**config.mk**
```make
export PLATFORM = sky130hd
export DESIGN_NAME = adcxr_regs
export DESIGN_NICKNAME = d
export VERILOG_FILES = /design/src/core/adcxr_pkg.sv /design/src/core/adcxr_wr_if.sv /design/src/core/adcxr_serial_rx.sv /design/src/core/adcxr_regs.sv
export VERILOG_INCLUDE_DIRS = /design/src /design/src/core
export SDC_FILE = /design/constraint.sdc
export NUM_CORES = 1
export LEC_CHECK = 0
export BUFFER_PORTS_ARGS = -buffer_cell sky130_fd_sc_hd__buf_4
export CORE_MARGIN = 5
export CORE_UTILIZATION = 30
export CTS_CLUSTER_SIZE = 12
export DETAILED_ROUTE_END_ITERATION = 8
export PLACE_DENSITY = 0.55
export SLEW_MARGIN = 20
export SYNTH_ARGS = -nofsm -noshare
export SYNTH_HDL_FRONTEND = slang
export SYNTH_SLANG_ARGS = --single-unit
export TNS_END_PERCENT = 20
```
**constraint.sdc**
```tcl
create_clock -name clk_sys -period 3.9 [get_ports clk_sys]
set_clock_uncertainty 0.15 [all_clocks]
set_input_delay 0.78 -clock clk_sys [delete_from_list [all_inputs] [get_ports clk_sys]]
set_output_delay 0.78 -clock clk_sys [all_outputs]
set_load 0.02 [all_outputs]
```
**src/core/adcxr_consts.svh**
```systemverilog
`ifndef ADCXR_CONSTS_SVH
`define ADCXR_CONSTS_SVH
// ==================================================
// frame layout
`define ADCXR_FRAME_BITS   32
`define ADCXR_HEADER       12'h001
`define ADCXR_HDR_BITS     12
// ==================================================
// register addresses
`define ADCXR_ADDR_CFG     4'h1
`define ADCXR_ADDR_OFS1    4'h2
`define ADCXR_ADDR_GAIN1   4'h3
`define ADCXR_ADDR_OFS2    4'hA
`define ADCXR_ADDR_GAIN2   4'hB
`define ADCXR_ADDR_ILV     4'hD
`define ADCXR_ADDR_SKEW    4'hE
// ==================================================
// reset values
`define ADCXR_RST_CFG      16'hB2FF
`define ADCXR_RST_OFS      16'h007F
`define ADCXR_RST_GAIN     16'h807F
`define ADCXR_RST_ILV      16'h3FFF
`define ADCXR_RST_SKEW     16'h07FF
// ==================================================
// field positions
`define ADCXR_CFG_DUTY     12
`define ADCXR_CFG_QUAD     11
`define ADCXR_CFG_SDR      10
`define ADCXR_CFG_SWING    9
`define ADCXR_CFG_EDGE     8
`define ADCXR_OFS_SIGN     7
`define ADCXR_GAIN_LSB     7
`define ADCXR_ILV_ON       15
`define ADCXR_ILV_AUTO     14
`define ADCXR_SKEW_INSEL   15
`define ADCXR_SKEW_TGT     14
`define ADCXR_SKEW_MAG_LSB 11
`endif

```
**src/core/adcxr_pkg.sv**
```systemverilog
package adcxr_pkg;
	typedef logic [15:0] adcxr_word_t;
	typedef logic [3:0]  adcxr_addr_t;
	typedef enum logic [1:0] {
		ADCXR_IDLE  = 2'b01,
		ADCXR_SHIFT = 2'b10
	} adcxr_state_e;
endpackage : adcxr_pkg

```
**src/core/adcxr_wr_if.sv**
```systemverilog
// ==================================================
// completed frame handed from the serial receiver to the register bank
interface adcxr_wr_if;
	import adcxr_pkg::*;
	logic        strobe;
	adcxr_addr_t addr;
	adcxr_word_t data;
	modport rx (output strobe, output addr, output data);
	modport bank (input strobe, input addr, input data);
endinterface : adcxr_wr_if

```
**src/core/adcxr_serial_rx.sv**
```systemverilog
`include "adcxr_consts.svh"
// ==================================================
// three-wire receiver, sampled on clk_sys
module adcxr_serial_rx
	import adcxr_pkg::*;
(
	input  wire logic clk_sys,
	input  wire logic rst,
	input  wire logic ce,
	input  wire logic serial_clk,
	input  wire logic serial_select_n,
	input  wire logic serial_in,
	adcxr_wr_if.rx    wr
);
	// ==================================================
	// synchronisers: stage a feeds only stage b
	logic [2:0] sclk_s, sel_s, din_s;
	logic [2:0] next_sclk_s, next_sel_s, next_din_s;
	logic       sclk_q, sel_q;
	logic       next_sclk_q, next_sel_q;
	logic       sclk_rise;
	// ==================================================
	// frame shifter
	adcxr_state_e state, next_state;
	logic [31:0]  shreg, next_shreg;
	logic [4:0]   cnt, next_cnt;
	logic         next_strobe;
	adcxr_addr_t  next_addr;
	adcxr_word_t  next_data;
	logic [31:0]  full;

	always_comb begin
		next_sclk_s = {sclk_s[1:0], serial_clk};
		next_sel_s  = {sel_s[1:0], serial_select_n};
		next_din_s  = {din_s[1:0], serial_in};
		// a change counts once stages b and c agree
		next_sclk_q = (sclk_s[1] == sclk_s[2]) ? sclk_s[2] : sclk_q;
		next_sel_q  = (sel_s[1] == sel_s[2]) ? sel_s[2] : sel_q;
		sclk_rise   = next_sclk_q && !sclk_q;
		next_state  = state;
		next_shreg  = shreg;
		next_cnt    = cnt;
		next_strobe = 1'b0;
		next_addr   = wr.addr;
		next_data   = wr.data;
		full        = {shreg[30:0], din_s[2]};
		case (state)
			ADCXR_IDLE: begin
				next_cnt = 5'h0;
				if (!next_sel_q) begin
					next_state = ADCXR_SHIFT;
				end
			end
			ADCXR_SHIFT: begin
				// select released mid frame: frame dropped
				if (next_sel_q) begin
					next_state = ADCXR_IDLE;
					next_cnt   = 5'h0;
				end else if (sclk_rise) begin
					next_shreg = full;
					next_cnt   = cnt + 5'h1;
					if (cnt == 5'h1F) begin
						// counter wraps so the 33rd edge opens the next frame
						next_strobe = (full[31:20] == `ADCXR_HEADER);
						next_addr   = full[19:16];
						next_data   = full[15:0];
					end
				end
			end
			default: begin
				next_state = ADCXR_IDLE;
			end
		endcase
	end

	always_ff @(posedge clk_sys) begin
		if (rst) begin
			sclk_s    <= 3'h0;
			sel_s     <= 3'h7;
			din_s     <= 3'h0;
			sclk_q    <= 1'b0;
			sel_q     <= 1'b1;
			state     <= ADCXR_IDLE;
			shreg     <= 32'h0;
			cnt       <= 5'h0;
			wr.strobe <= 1'b0;
			wr.addr   <= 4'h0;
			wr.data   <= 16'h0;
		end else if (ce) begin
			sclk_s    <= next_sclk_s;
			sel_s     <= next_sel_s;
			din_s     <= next_din_s;
			sclk_q    <= next_sclk_q;
			sel_q     <= next_sel_q;
			state     <= next_state;
			shreg     <= next_shreg;
			cnt       <= next_cnt;
			wr.strobe <= next_strobe;
			wr.addr   <= next_addr;
			wr.data   <= next_data;
		end
	end
endmodule : adcxr_serial_rx

```
**src/core/adcxr_regs.sv**
```systemverilog
`include "adcxr_consts.svh"
module adcxr_regs
	import adcxr_pkg::*;
(
	input  wire logic  clk_sys,
	input  wire logic  rst,
	input  wire logic  ce,
	input  wire logic  extended_mode,
	input  wire logic  serial_clk,
	input  wire logic  serial_select_n,
	input  wire logic  serial_in,
	output logic       duty_stabilizer_on,
	output logic       ddr_clock_quadrature,
	output logic       single_rate_select,
	output logic       output_swing_select,
	output logic       sdr_edge_out,
	output logic [7:0] first_offset_magnitude,
	output logic       first_offset_negative,
	output logic [8:0] first_gain_code,
	output logic [7:0] second_offset_magnitude,
	output logic       second_offset_negative,
	output logic [8:0] second_gain_code,
	output logic       interleave_on,
	output logic       auto_phase_on,
	output logic       interleave_input_select,
	output logic       skew_target_select,
	output logic [2:0] coarse_skew_magnitude
);
	// ==================================================
	// register file
	adcxr_word_t output_configuration, next_output_configuration;
	adcxr_word_t first_channel_offset, next_first_channel_offset;
	adcxr_word_t first_channel_gain, next_first_channel_gain;
	adcxr_word_t second_channel_offset, next_second_channel_offset;
	adcxr_word_t second_channel_gain, next_second_channel_gain;
	adcxr_word_t interleave_control, next_interleave_control;
	adcxr_word_t interleave_coarse_skew, next_interleave_coarse_skew;
	logic        mode_q, next_mode_q;
	adcxr_wr_if  wr ();

	adcxr_serial_rx u_rx (
		.clk_sys         (clk_sys),
		.rst             (rst),
		.ce              (ce),
		.serial_clk      (serial_clk),
		.serial_select_n (serial_select_n),
		.serial_in       (serial_in),
		.wr              (wr)
	);

	function automatic logic hit(input adcxr_addr_t a, input adcxr_addr_t r);
		hit = wr.strobe && mode_q && (a == r);
	endfunction : hit

	always_comb begin
		next_mode_q                 = extended_mode;
		next_output_configuration   = output_configuration;
		next_first_channel_offset   = first_channel_offset;
		next_first_channel_gain     = first_channel_gain;
		next_second_channel_offset  = second_channel_offset;
		next_second_channel_gain    = second_channel_gain;
		next_interleave_control     = interleave_control;
		next_interleave_coarse_skew = interleave_coarse_skew;
		// the serial link is live only in extended mode; reserved addresses fall through
		if (hit(wr.addr, `ADCXR_ADDR_CFG)) next_output_configuration = wr.data;
		if (hit(wr.addr, `ADCXR_ADDR_OFS1)) next_first_channel_offset = wr.data;
		if (hit(wr.addr, `ADCXR_ADDR_GAIN1)) next_first_channel_gain = wr.data;
		if (hit(wr.addr, `ADCXR_ADDR_OFS2)) next_second_channel_offset = wr.data;
		if (hit(wr.addr, `ADCXR_ADDR_GAIN2)) next_second_channel_gain = wr.data;
		if (hit(wr.addr, `ADCXR_ADDR_ILV)) next_interleave_control = wr.data;
		if (hit(wr.addr, `ADCXR_ADDR_SKEW)) next_interleave_coarse_skew = wr.data;
	end

	always_ff @(posedge clk_sys) begin
		if (rst) begin
			mode_q                 <= 1'b0;
			output_configuration   <= `ADCXR_RST_CFG;
			first_channel_offset   <= `ADCXR_RST_OFS;
			first_channel_gain     <= `ADCXR_RST_GAIN;
			second_channel_offset  <= `ADCXR_RST_OFS;
			second_channel_gain    <= `ADCXR_RST_GAIN;
			interleave_control     <= `ADCXR_RST_ILV;
			interleave_coarse_skew <= `ADCXR_RST_SKEW;
		end else if (ce) begin
			mode_q                 <= next_mode_q;
			output_configuration   <= next_output_configuration;
			first_channel_offset   <= next_first_channel_offset;
			first_channel_gain     <= next_first_channel_gain;
			second_channel_offset  <= next_second_channel_offset;
			second_channel_gain    <= next_second_channel_gain;
			interleave_control     <= next_interleave_control;
			interleave_coarse_skew <= next_interleave_coarse_skew;
		end
	end

	// ==================================================
	// decoded controls, registered; outside extended mode they show defaults
	adcxr_word_t cfg_e, o1_e, g1_e, o2_e, g2_e, ilv_e, sk_e;
	logic        manual;
	logic        next_duty_stabilizer_on;
	logic        next_ddr_clock_quadrature;
	logic        next_single_rate_select;
	logic        next_output_swing_select;
	logic        next_sdr_edge_out;
	logic [7:0]  next_first_offset_magnitude;
	logic        next_first_offset_negative;
	logic [8:0]  next_first_gain_code;
	logic [7:0]  next_second_offset_magnitude;
	logic        next_second_offset_negative;
	logic [8:0]  next_second_gain_code;
	logic        next_interleave_on;
	logic        next_auto_phase_on;
	logic        next_interleave_input_select;
	logic        next_skew_target_select;
	logic [2:0]  next_coarse_skew_magnitude;

	always_comb begin
		cfg_e  = mode_q ? output_configuration : `ADCXR_RST_CFG;
		o1_e   = mode_q ? first_channel_offset : `ADCXR_RST_OFS;
		g1_e   = mode_q ? first_channel_gain : `ADCXR_RST_GAIN;
		o2_e   = mode_q ? second_channel_offset : `ADCXR_RST_OFS;
		g2_e   = mode_q ? second_channel_gain : `ADCXR_RST_GAIN;
		ilv_e  = mode_q ? interleave_control : `ADCXR_RST_ILV;
		sk_e   = mode_q ? interleave_coarse_skew : `ADCXR_RST_SKEW;
		manual = !ilv_e[`ADCXR_ILV_AUTO];
		next_duty_stabilizer_on      = cfg_e[`ADCXR_CFG_DUTY];
		// quadrature only meaningful in dual rate
		next_ddr_clock_quadrature    = cfg_e[`ADCXR_CFG_QUAD] && !cfg_e[`ADCXR_CFG_SDR];
		next_single_rate_select      = cfg_e[`ADCXR_CFG_SDR];
		next_output_swing_select     = cfg_e[`ADCXR_CFG_SWING];
		next_sdr_edge_out            = cfg_e[`ADCXR_CFG_EDGE];
		next_first_offset_magnitude  = o1_e[15:8];
		next_first_offset_negative   = o1_e[`ADCXR_OFS_SIGN];
		next_first_gain_code         = g1_e[15:`ADCXR_GAIN_LSB];
		next_second_offset_magnitude = o2_e[15:8];
		next_second_offset_negative  = o2_e[`ADCXR_OFS_SIGN];
		next_second_gain_code        = g2_e[15:`ADCXR_GAIN_LSB];
		next_interleave_on           = ilv_e[`ADCXR_ILV_ON];
		next_auto_phase_on           = ilv_e[`ADCXR_ILV_AUTO];
		next_interleave_input_select = sk_e[`ADCXR_SKEW_INSEL];
		next_skew_target_select      = manual && sk_e[`ADCXR_SKEW_TGT];
		next_coarse_skew_magnitude   = manual ? sk_e[13:`ADCXR_SKEW_MAG_LSB] : 3'h0;
	end

	// gain codes feed the analog trim directly, no recalibration handshake
	always_ff @(posedge clk_sys) begin
		if (rst) begin
			duty_stabilizer_on      <= 1'b1;
			ddr_clock_quadrature    <= 1'b0;
			single_rate_select      <= 1'b0;
			output_swing_select     <= 1'b1;
			sdr_edge_out            <= 1'b0;
			first_offset_magnitude  <= 8'h00;
			first_offset_negative   <= 1'b0;
			first_gain_code         <= 9'h100;
			second_offset_magnitude <= 8'h00;
			second_offset_negative  <= 1'b0;
			second_gain_code        <= 9'h100;
			interleave_on           <= 1'b0;
			auto_phase_on           <= 1'b0;
			interleave_input_select <= 1'b0;
			skew_target_select      <= 1'b0;
			coarse_skew_magnitude   <= 3'h0;
		end else if (ce) begin
			duty_stabilizer_on      <= next_duty_stabilizer_on;
			ddr_clock_quadrature    <= next_ddr_clock_quadrature;
			single_rate_select      <= next_single_rate_select;
			output_swing_select     <= next_output_swing_select;
			sdr_edge_out            <= next_sdr_edge_out;
			first_offset_magnitude  <= next_first_offset_magnitude;
			first_offset_negative   <= next_first_offset_negative;
			first_gain_code         <= next_first_gain_code;
			second_offset_magnitude <= next_second_offset_magnitude;
			second_offset_negative  <= next_second_offset_negative;
			second_gain_code        <= next_second_gain_code;
			interleave_on           <= next_interleave_on;
			auto_phase_on           <= next_auto_phase_on;
			interleave_input_select <= next_interleave_input_select;
			skew_target_select      <= next_skew_target_select;
			coarse_skew_magnitude   <= next_coarse_skew_magnitude;
		end
	end
endmodule : adcxr_regs

```
* After elaboration in Yosys (flattened, before gate mapping) *
Cells that the tools add are included.

storage, ports and cells
  register bits after elaboration = 228
  bits of input ports = 7
  logic and storage cells = 99

operators by class
  $add $sub $neg = 1
  equality and inequality tests = 16
  mux-type cells = 20
  bitwise gates (word level) = 1
  reductions and logical operators = 26

operators with widths
  operator               count
  $mux W16               6
  $eq A4 B4 Y1 const B   4
  $reduce_and A2 Y1      7
  $mux W13               1
  $eq A12 B1 Y1 const B  1
  $logic_and A1 B1 Y1    11
  $mux W5                2
  $pmux W5 S2            1
  $eq A4 B2 Y1 const B   2
  $mux W1                6
  $reduce_and A3 Y1      2
  $add A5 B1 Y5 const B  1
  $eq A5 B5 Y1 const B   1
  $reduce_and A5 Y1      1
  $eq A4 B1 Y1 const B   1
  $mux W2                2
  $pmux W2 S2            1
  $reduce_and A4 Y1      1
  $logic_not A1 Y1       3
  $mux W3                1
  $ne A3 B1 Y1 const B   1
  $eq A1 B1 Y1           2
  $eq A2 B1 Y1 const B   1
  $eq A2 B2 Y1 const B   1
  other kinds (4)        4

* Longest topological paths before layout *
Gate-level depths: netlist (run 1).

  depth after elaboration = 6
  mapped depth = 8
  mapped depth without buffers = 6

* Cells and area by module *
A second synthesis (run 1) with hierarchy kept.

unflattened totals
  cells, all modules = 725
  area, all modules = 6900.4 µm²

by module, submodules not included
  module           instances  cells an instance  area an instance (µm²)
  adcxr_regs       1          398                3782.4
  adcxr_serial_rx  1          327                3118.0

* Least setup slack after synthesis (run 1) *
No wires, ideal clock.

  path kind = input -> register
  from = in ce
  to = reg u_rx.wr.data[11]
  library setup time = 0.128 ns
  arrival = 1.960 ns
  data required time = 3.622 ns
  path slack = 1.662 ns
  stages on the path = 6
  buffers on the path = 2
  cells stage by stage = buf_2 -> nand4b_1 -> nor4b_4 -> buf_6 -> mux2i_1 -> nor2_1

between the ends
  longest elaborated chain between the ends = 1

RTL lines
  what                                RTL line                source
  from (decl)                         adcxr_regs.sv:7         input wire logic ce,
  $reduce_and A5 Y1 (no source line)  n/a
  to (signal assigned)                adcxr_serial_rx.sv:100  wr.data <= next_data;
  to (decl)                           adcxr_wr_if.sv:8        modport rx (output strobe, output addr, output data);

Every way passes these cells.
A chain may end at the register's enable or synchronous reset.

* Worst setup path after layout (run 1) *
  from = in ce
  to = reg first_channel_gain[15]

between the ends
  longest elaborated chain between the ends = 1

RTL lines
  what                                RTL line          source
  $reduce_and A2 Y1 (no source line)  n/a
  to (signal assigned)                adcxr_regs.sv:79  first_channel_gain <= `ADCXR_RST_GAIN;
  to (signal assigned)                adcxr_regs.sv:88  first_channel_gain <= next_first_channel_gain;
  to (decl)                           adcxr_regs.sv:33  adcxr_word_t first_channel_gain, next_first_channel_gain;

Every way passes these cells.

==> impl_results.rst, run 1 <==
.. list-table::
   :header-rows: 1

   * - Metric
     - Value
   * - Number of hold violations in the final report
     - 0
   * - Most numerous cell in the Yosys netlist
     - sky130_fd_sc_hd__dfxtp_1
   * - Die Y
     - 149 um
   * - Reported net switching power
     - 0.000769 W
   * - Worst VDD drop
     - 0.288 mV
   * - CTS tree
     - done
   * - Count of cells resized by post-cts repair
     - 0
   * - Routability-driven placement congestion ratio
     - 0.710
   * - Initial antenna violation count
     - 0
   * - Slowest Stage Delay on Critical Path
     - 0.78 ns
   * - H-tree depth
     - 4
   * - Number of slew-limit violations in the final report
     - 0
   * - Worst slew margin relative to its limit
     - 31.9%
   * - Placed cell area
     - 6460 um2
   * - Cell class contributing the biggest share of worst-path delay
     - simple AND/OR/NAND/NOR gates
   * - Hold_buf cts
     - 0
   * - Post-placement worst setup slack
     - 1.01 ns
   * - Distinct cell type count after synthesis
     - 44
   * - Largest net degree at the start of global routing
     - 77
   * - Sequential cell area fraction in the yosys report
     - 55.0%
   * - Worst Setup End Kind
     - flop
   * - Slew at the pin closest to its max-slew limit
     - 1.02 ns
   * - Clock tree root buffer cell
     - sky130_fd_sc_hd__clkbuf_16
   * - Setup slack of the critical path after layout
     - 1.49 ns
   * - Sw frac
     - 22.6%
   * - RSZ-0062 raised after global routing
     - no
   * - Worst EP required
     - 4.05 ns
   * - Clock network power share
     - 49.3%
   * - Number of violations reported at the end of detailed-routing iteration 0
     - 251
   * - Slowest CP cell
     - sky130_fd_sc_hd__nor3_2
   * - Iteration count of the initial detailed-routing pass
     - 4
   * - Via density per instance
     - 4.56
   * - Data arrival, critical path
     - 2.56 ns
   * - EDFF count, synth
     - 0
   * - Cell leakage power
     - 2.58 nW
   * - Area contributors post-synth
     - sky130_fd_sc_hd__dfxtp_1 (55%), sky130_fd_sc_hd__mux2i_1 (9.3%), sky130_fd_sc_hd__nand2_1 (6.3%)
   * - Diode count
     - 0
   * - Area of the placeable core
     - 19,300 um2
   * - Via count of the routed design
     - 4,316
   * - Worst-case clock buffer depth
     - 2
   * - Share of total power in sequential cells
     - 48.4%
   * - Number of flip-flops and latches in the synthesized netlist
     - 160
   * - Clock sink count
     - 160
   * - Crit path time final
     - 2.41 ns
   * - Layout cells sized above 1
     - 14.8%
   * - Total I/O pin count
     - 55
   * - Remaining design rule violation count
     - 0
   * - Cell types with the highest counts after synthesis
     - sky130_fd_sc_hd__dfxtp_1 (160), sky130_fd_sc_hd__nand2_1 (98), sky130_fd_sc_hd__nor2_1 (91)
   * - Buffering stage count on the worst path with inverters included
     - 1
   * - Post-Syn Area
     - 5820 um2
   * - Total congestion overflow after global routing
     - 0
   * - Power, Total
     - 0.00340 W
   * - Total nets after synthesis
     - 645
   * - Detailed Place HPWL
     - 8400 um
   * - Maximum fanout along the worst path
     - 36
   * - Clock Latency Late Sink
     - 0.42 ns
   * - Total power per unit cell area
     - 481 nW/um2
   * - Port buffer count
     - 54
   * - Accumulated negative setup slack
     - 0 ns
   * - Dominant cell type by area after synthesis
     - sky130_fd_sc_hd__dfxtp_1
   * - Average detailed-routed wire length per instance
     - 13.8 um
   * - Final period util
     - 61.8%
   * - Fillcell total
     - 1,956
   * - Row count
     - 51
   * - Startpoint type of the worst setup path
     - input port
   * - Core utilization of the finished layout
     - 36.6%
   * - Combinational share of power
     - 2.3%
   * - Proportion of netlist area held by the largest area contributor
     - 55.0%
   * - Type of the most critical hold path
     - reg -> reg
   * - Remaining antenna violation count
     - 0
   * - Die outline width
     - 149 um
   * - Routed Wire Length
     - 13,100 um
   * - Area of the die
     - 22,300 um2
   * - First-pass GRT wire length
     - 21,600 um
   * - Max cap viols
     - 0
   * - Area growth from synthesis to final layout
     - 21.2%
   * - Starting utilization of the core area
     - 30.2%
   * - Number of global-route vias before repair
     - 4,084
   * - Cell count after synthesis
     - 634
   * - Finished Cell Area
     - 7060 um2
   * - Clock input transition at the sequential cells of the worst setup and hold paths
     - 0.06 ns
   * - Total setup violations reported at the end of the flow
     - 0
   * - Synth warnings
     - 0
   * - Number of buffers added for setup after CTS
     - 0
   * - Number of clock buffers inserted by TritonCTS
     - 17
   * - Maximum frequency from static timing analysis
     - 0.415 GHz
   * - Asr flop ratio synth
     - 0%
   * - Nets
     - 680
   * - Cell-by-cell trace of the critical path
     - buf_4 > nand3_1 > nor3_2 > nor2b_1 > a211o_1
   * - Total GRT Usage
     - 12.2%
   * - Top_reg_cell synth
     - sky130_fd_sc_hd__dfxtp_1
   * - Result of the run
     - completed
   * - Internal power
     - 0.00263 W
   * - Mean post-synth cell area
     - 9.18 um2
   * - Worst setup path class
     - in -> reg
## registers in the layout (all words and copies together), names as in the netlist, 2 cells and up
name / cells
interleave_control: 2
output_configuration: 5
second_channel_offset: 9
u_rx.cnt: 5
u_rx.wr.data: 9
first_channel_gain: 9
u_rx.sclk_s: 3
u_rx.shreg: 31
u_rx.din_s: 3
first_gain_code: 9
coarse_skew_magnitude: 3
first_channel_offset: 9
second_channel_gain: 9
u_rx.state: 2
first_offset_magnitude: 8
second_offset_magnitude: 8
u_rx.wr.addr: 4
interleave_coarse_skew: 5
u_rx.sel_s: 3
second_gain_code: 9
## worst paths after layout
| path | from | endpoint | slack, ns | cells past startpoint |
|---|---|---|---|---|
| min reg2reg | coarse_skew_magnitude[0] | coarse_skew_magnitude[0] | 0.30 | 2 |
| max reg2reg | mode_q | first_channel_gain[15] | 1.59 | 4 |
| min | coarse_skew_magnitude[0] | coarse_skew_magnitude[0] | 0.30 | 2 |
| max | ce | first_channel_gain[15] | 1.49 | 5 |
## power by group through the flow
stage               Combinational [W]  Clock (W)  Sequential (W)
global route                0.0000860    0.00180         0.00164
finish                      0.0000772    0.00167         0.00164
detailed placement          0.0000777          0         0.00168
CTS                         0.0000780    0.00172         0.00164
global placement            0.0000780          0         0.00168
floorplan                   0.0000565          0         0.00168
## per-layer routing
metal / global-route usage (%) / part of all wire, %
met5: 0 / 0
met4: 4.26 / 1.0
met3: 3.10 / 4.1
met2: 18.4 / 45
met1: 16.9 / 49
## worst min-delay path, cell delays in order, from the launching register on
cell and delay [ns]:
sky130_fd_sc_hd__dfxtp_1 0.31, sky130_fd_sc_hd__nand2_1 0.05, sky130_fd_sc_hd__a21oi_1 0.05
## logic make-up after synthesis
| family | count (synthesis) | share of synthesized area, % |
|---|---|---|
| flops | 160 | 55.0 |
| fa+ha+maj | 5 | 1.05 |
| simple gates | 248 | 18.8 |
| buf+inv | 51 | 3.55 |
| xor+xnor | 1 | 0.151 |
| compound gates | 115 | 12.1 |
| mux | 54 | 9.29 |
## cell type report
cell class              instances  area (um2)  share of cell area, %
clock buffers                  18         429                   6.08
clock inverters                14         166                   2.36
inverters                       6        22.5                  0.319
multi-input cells             423        2420                   34.3
flip-flops and latches        160        3200                   45.4
well taps                     265         332                   4.70
repair buffers                 61         483                   6.85
## metrics by stage
stage | hold slack, ns | cells
global route | 0.324 | 947
CTS | 0.305 | 947
floorplan | 0.281 | 634
finish | 0.301 | 947
detailed placement | 0.295 | 915
global placement | 0.294 | 915
## cell usage in the layout (no fill, tap or decap), types with 2 or more instances in the layout
master / instances
sky130_fd_sc_hd__or3_1: 5
sky130_fd_sc_hd__inv_6: 6
sky130_fd_sc_hd__a22oi_1: 31
sky130_fd_sc_hd__nor4_2: 2
sky130_fd_sc_hd__a211o_1: 5
sky130_fd_sc_hd__nor2b_1: 5
sky130_fd_sc_hd__ha_1: 4
sky130_fd_sc_hd__nor2_1: 91
sky130_fd_sc_hd__o22ai_1: 4
sky130_fd_sc_hd__clkbuf_16: 17
sky130_fd_sc_hd__nand3_1: 14
sky130_fd_sc_hd__and2_1: 3
sky130_fd_sc_hd__nand2_1: 98
sky130_fd_sc_hd__o21ai_0: 6
sky130_fd_sc_hd__buf_12: 2
sky130_fd_sc_hd__mux2i_1: 54
sky130_fd_sc_hd__nand2b_1: 8
sky130_fd_sc_hd__inv_1: 5
sky130_fd_sc_hd__dfxtp_1: 160
sky130_fd_sc_hd__a21oi_1: 61
sky130_fd_sc_hd__clkinv_4: 3
sky130_fd_sc_hd__bufinv_16: 2
sky130_fd_sc_hd__inv_8: 2
sky130_fd_sc_hd__nand4_1: 4
sky130_fd_sc_hd__nor3_1: 6
sky130_fd_sc_hd__nor3_2: 2
sky130_fd_sc_hd__buf_4: 59
(Power assumes the default switching activity.)
==> run 2, diff against run 1 <==
Settings changed: ABC_AREA set to 1.
Clock period 3.9 ns to 2.3 ns, I/O delays scaled along.
==> impl_results.rst, run 2 <==
.. list-table::
   :header-rows: 1

   * - Metric
     - Value
   * - Result of the run
     - completed
   * - Total GRT Usage
     - 12.2%
   * - Startpoint type of the worst setup path
     - flop
   * - Iteration count of the initial detailed-routing pass
     - 4
   * - Initial antenna violation count
     - 0
   * - Asr flop ratio synth
     - 0%
   * - Area contributors post-synth
     - sky130_fd_sc_hd__dfxtp_1 (54%), sky130_fd_sc_hd__nand2_1 (11%), sky130_fd_sc_hd__a21oi_1 (8.1%)
   * - Internal power
     - 0.00445 W
   * - Mean post-synth cell area
     - 7.77 um2
   * - First-pass GRT wire length
     - 22,200 um
   * - Crit path time final
     - 1.90 ns
   * - Core utilization of the finished layout
     - 36.6%
   * - Worst setup path class
     - reg -> reg
   * - Dominant cell type by area after synthesis
     - sky130_fd_sc_hd__dfxtp_1
   * - Maximum fanout along the worst path
     - 16
   * - Total power per unit cell area
     - 797 nW/um2
   * - Routed Wire Length
     - 13,300 um
   * - Proportion of netlist area held by the largest area contributor
     - 53.9%
   * - Accumulated negative setup slack
     - 0 ns
   * - CP Launch Point
     - u_rx.cnt[0]
   * - Source of the worst register-to-register timing path
     - u_rx.cnt[0]
   * - EDFF count, synth
     - 0
   * - Distinct cell type count after synthesis
     - 31
   * - Maximum frequency from static timing analysis
     - 0.526 GHz
   * - RSZ-0062 raised after global routing
     - no
   * - Final period util
     - 82.6%
   * - Nets
     - 818
   * - Slew at the pin closest to its max-slew limit
     - 0.797 ns
   * - Min-delay src
     - serial_select_n
   * - Via density per instance
     - 4.43
   * - Share of total power in sequential cells
     - 49.4%
   * - Area of the placeable core
     - 19,500 um2
   * - Number of global-route vias before repair
     - 4,512
   * - Worst VDD drop
     - 0.350 mV
   * - Clock tree root buffer cell
     - sky130_fd_sc_hd__clkbuf_16
   * - Die Y
     - 151 um
   * - Worst slew margin relative to its limit
     - 46.9%
   * - Number of clock buffers inserted by TritonCTS
     - 17
   * - Detailed Place HPWL
     - 8790 um
   * - Port buffer count
     - 54
   * - Commonest non-fill, non-tap cells in the layout
     - sky130_fd_sc_hd__nand2_1 (175), sky130_fd_sc_hd__dfxtp_1 (160), sky130_fd_sc_hd__nor2_1 (119)
   * - Worst Setup End Kind
     - flop
   * - Post-Syn Area
     - 5940 um2
   * - Area growth from synthesis to final layout
     - 19.9%
   * - Number of hold violations in the final report
     - 0
   * - CTS tree
     - done
   * - Average detailed-routed wire length per instance
     - 12.3 um
   * - Row count
     - 51
   * - Cell leakage power
     - 2.79 nW
   * - Cell types with the highest counts after synthesis
     - sky130_fd_sc_hd__nand2_1 (175), sky130_fd_sc_hd__dfxtp_1 (160), sky130_fd_sc_hd__nor2_1 (119)
   * - Top reg by flops
     - u_rx.shreg
   * - Remaining antenna violation count
     - 0
   * - Largest net degree at the start of global routing
     - 73
   * - Die outline width
     - 151 um
   * - Clock sink count
     - 160
   * - Number of buffers added for setup after CTS
     - 0
   * - Cell count after synthesis
     - 765
   * - Number of slew-limit violations in the final report
     - 0
   * - Area of the die
     - 22,700 um2
   * - Worst EP required
     - 2.46 ns
   * - Top_reg_cell synth
     - sky130_fd_sc_hd__dfxtp_1
   * - Total nets after synthesis
     - 776
   * - Max cap viols
     - 0
   * - Routability-driven placement congestion ratio
     - 0.781
   * - Total I/O pin count
     - 55
   * - Fillcell total
     - 2,044
   * - Type of the most critical hold path
     - in -> reg
   * - Worst-case clock buffer depth
     - 2
   * - Layout cells sized above 1
     - 13.6%
   * - Most frequent standard cell in the layout excluding fill and tap cells
     - sky130_fd_sc_hd__nand2_1
   * - Number of violations reported at the end of detailed-routing iteration 0
     - 260
   * - Hold_buf cts
     - 0
   * - Clock Latency Late Sink
     - 0.42 ns
   * - Starting utilization of the core area
     - 30.5%
   * - Most numerous cell in the Yosys netlist
     - sky130_fd_sc_hd__nand2_1
   * - Max FFs per register
     - 31
   * - Number of flip-flops and latches in the synthesized netlist
     - 160
   * - Synth warnings
     - 0
   * - Sequential cell area fraction in the yosys report
     - 53.9%
   * - Data arrival, critical path
     - 2.06 ns
   * - Remaining design rule violation count
     - 0
   * - Total congestion overflow after global routing
     - 0
   * - Sw frac
     - 21.6%
   * - Total setup violations reported at the end of the flow
     - 0
   * - Clock input transition at the sequential cells of the worst setup and hold paths
     - 0.06 ns
   * - Reported net switching power
     - 0.00123 W
   * - H-tree depth
     - 4
   * - Diode count
     - 0
   * - Via count of the routed design
     - 4,802
   * - Count of cells resized by post-cts repair
     - 0
   * - Combinational share of power
     - 2.9%
   * - Clock network power share
     - 47.7%
==> run 2: changes by cell type after synthesis, sizes merged, moves of 21 or more <==
cell / change
a22oi: -31
a21oi: +36
mux2i: -54
inv: +38
o21ai: +58
clkbuf: -21
nand2: +81
nor2: +30
==> run 2: layout make-up <==
| class | count | area (um2) | share of cell area [%] |
|---|---|---|---|
| Inverter | 44 | 165 | 2.32 |
| Tap cell | 265 | 332 | 4.65 |
| Multi-Input combinational cell | 519 | 2340 | 32.9 |
| Clock inverter | 11 | 114 | 1.60 |
| Timing Repair Buffer | 65 | 526 | 7.37 |
| Clock buffer | 20 | 447 | 6.27 |
| Sequential cell | 160 | 3200 | 44.9 |
==> run 2: worst max-delay path, stage by stage, from the launching register on <==
cell and delay, ns:
sky130_fd_sc_hd__dfxtp_1 0.37, sky130_fd_sc_hd__ha_1 0.18, sky130_fd_sc_hd__nand2_1 0.07, sky130_fd_sc_hd__nor2_1 0.10
sky130_fd_sc_hd__ha_1 0.22, sky130_fd_sc_hd__nand4_2 0.39, sky130_fd_sc_hd__nor2_1 0.23, sky130_fd_sc_hd__nor2_1 0.07
==> run 2: power by group through the flow <==
stage / Sequential, W / Clock, W / Combinational, W
final: 0.00280 / 0.00271 / 0.000166
after global routing: 0.00280 / 0.00288 / 0.000192
after CTS: 0.00280 / 0.00277 / 0.000171
after detailed placement: 0.00286 / 0 / 0.000170
after global placement: 0.00286 / 0 / 0.000171
after floorplan: 0.00286 / 0 / 0.000126
==> run 2: layer usage <==
layer | vias up | share of wire (%) | global-route usage, %
li1 | 2560 | - | -
met1 | 2163 | 48 | 15.8
met2 | 63 | 46 | 19.2
met3 | 16 | 4.2 | 3.73
met4 | 0 | 1.7 | 4.76
met5 | - | 0 | 0
==> run 2: stage by stage <==
| stage | cells | instance area [um2] | total power (W) | hold WS [ns] | worst slack (ns) |
|---|---|---|---|---|---|
| finish | 1084 | 7130 | 0.00568 | 0.106 | 0.400 |
| global route | 1084 | 7130 | 0.00588 | 0.115 | 0.155 |
| CTS | 1084 | 7130 | 0.00574 | 0.0860 | 0.392 |
| detailed placement | 1053 | 6570 | 0.00303 | 0.288 | 0.361 |
| global placement | 1053 | 6570 | 0.00304 | 0.284 | 0.365 |
| floorplan | 765 | 5940 | 0.00299 | 0.273 | 0.588 |
==> run 2: path summary, 6_finish.rpt <==
path / endpoint / slack, ns / cells past startpoint
setup reg to reg: u_rx.wr.data[11] / 0.40 / 7
hold / removal: u_rx.sel_s[0] / 0.11 / 3
hold reg to reg: output_configuration[11] / 0.29 / 2
setup / recovery: u_rx.wr.data[11] / 0.40 / 7
==> run 2: kinds of logic (layout without fill, tap and decap cells) <==
| logic type | count (synthesis) | after routing | share of synthesized area [%] |
|---|---|---|---|
| flops | 160 | 160 | 53.9 |
| simple gates | 343 | 343 | 23.5 |
| xor+xnor | 1 | 1 | 0.147 |
| buf+inv | 86 | 140 | 6.71 |
| fa+ha+maj | 4 | 4 | 0.842 |
| compound gates | 171 | 171 | 14.9 |
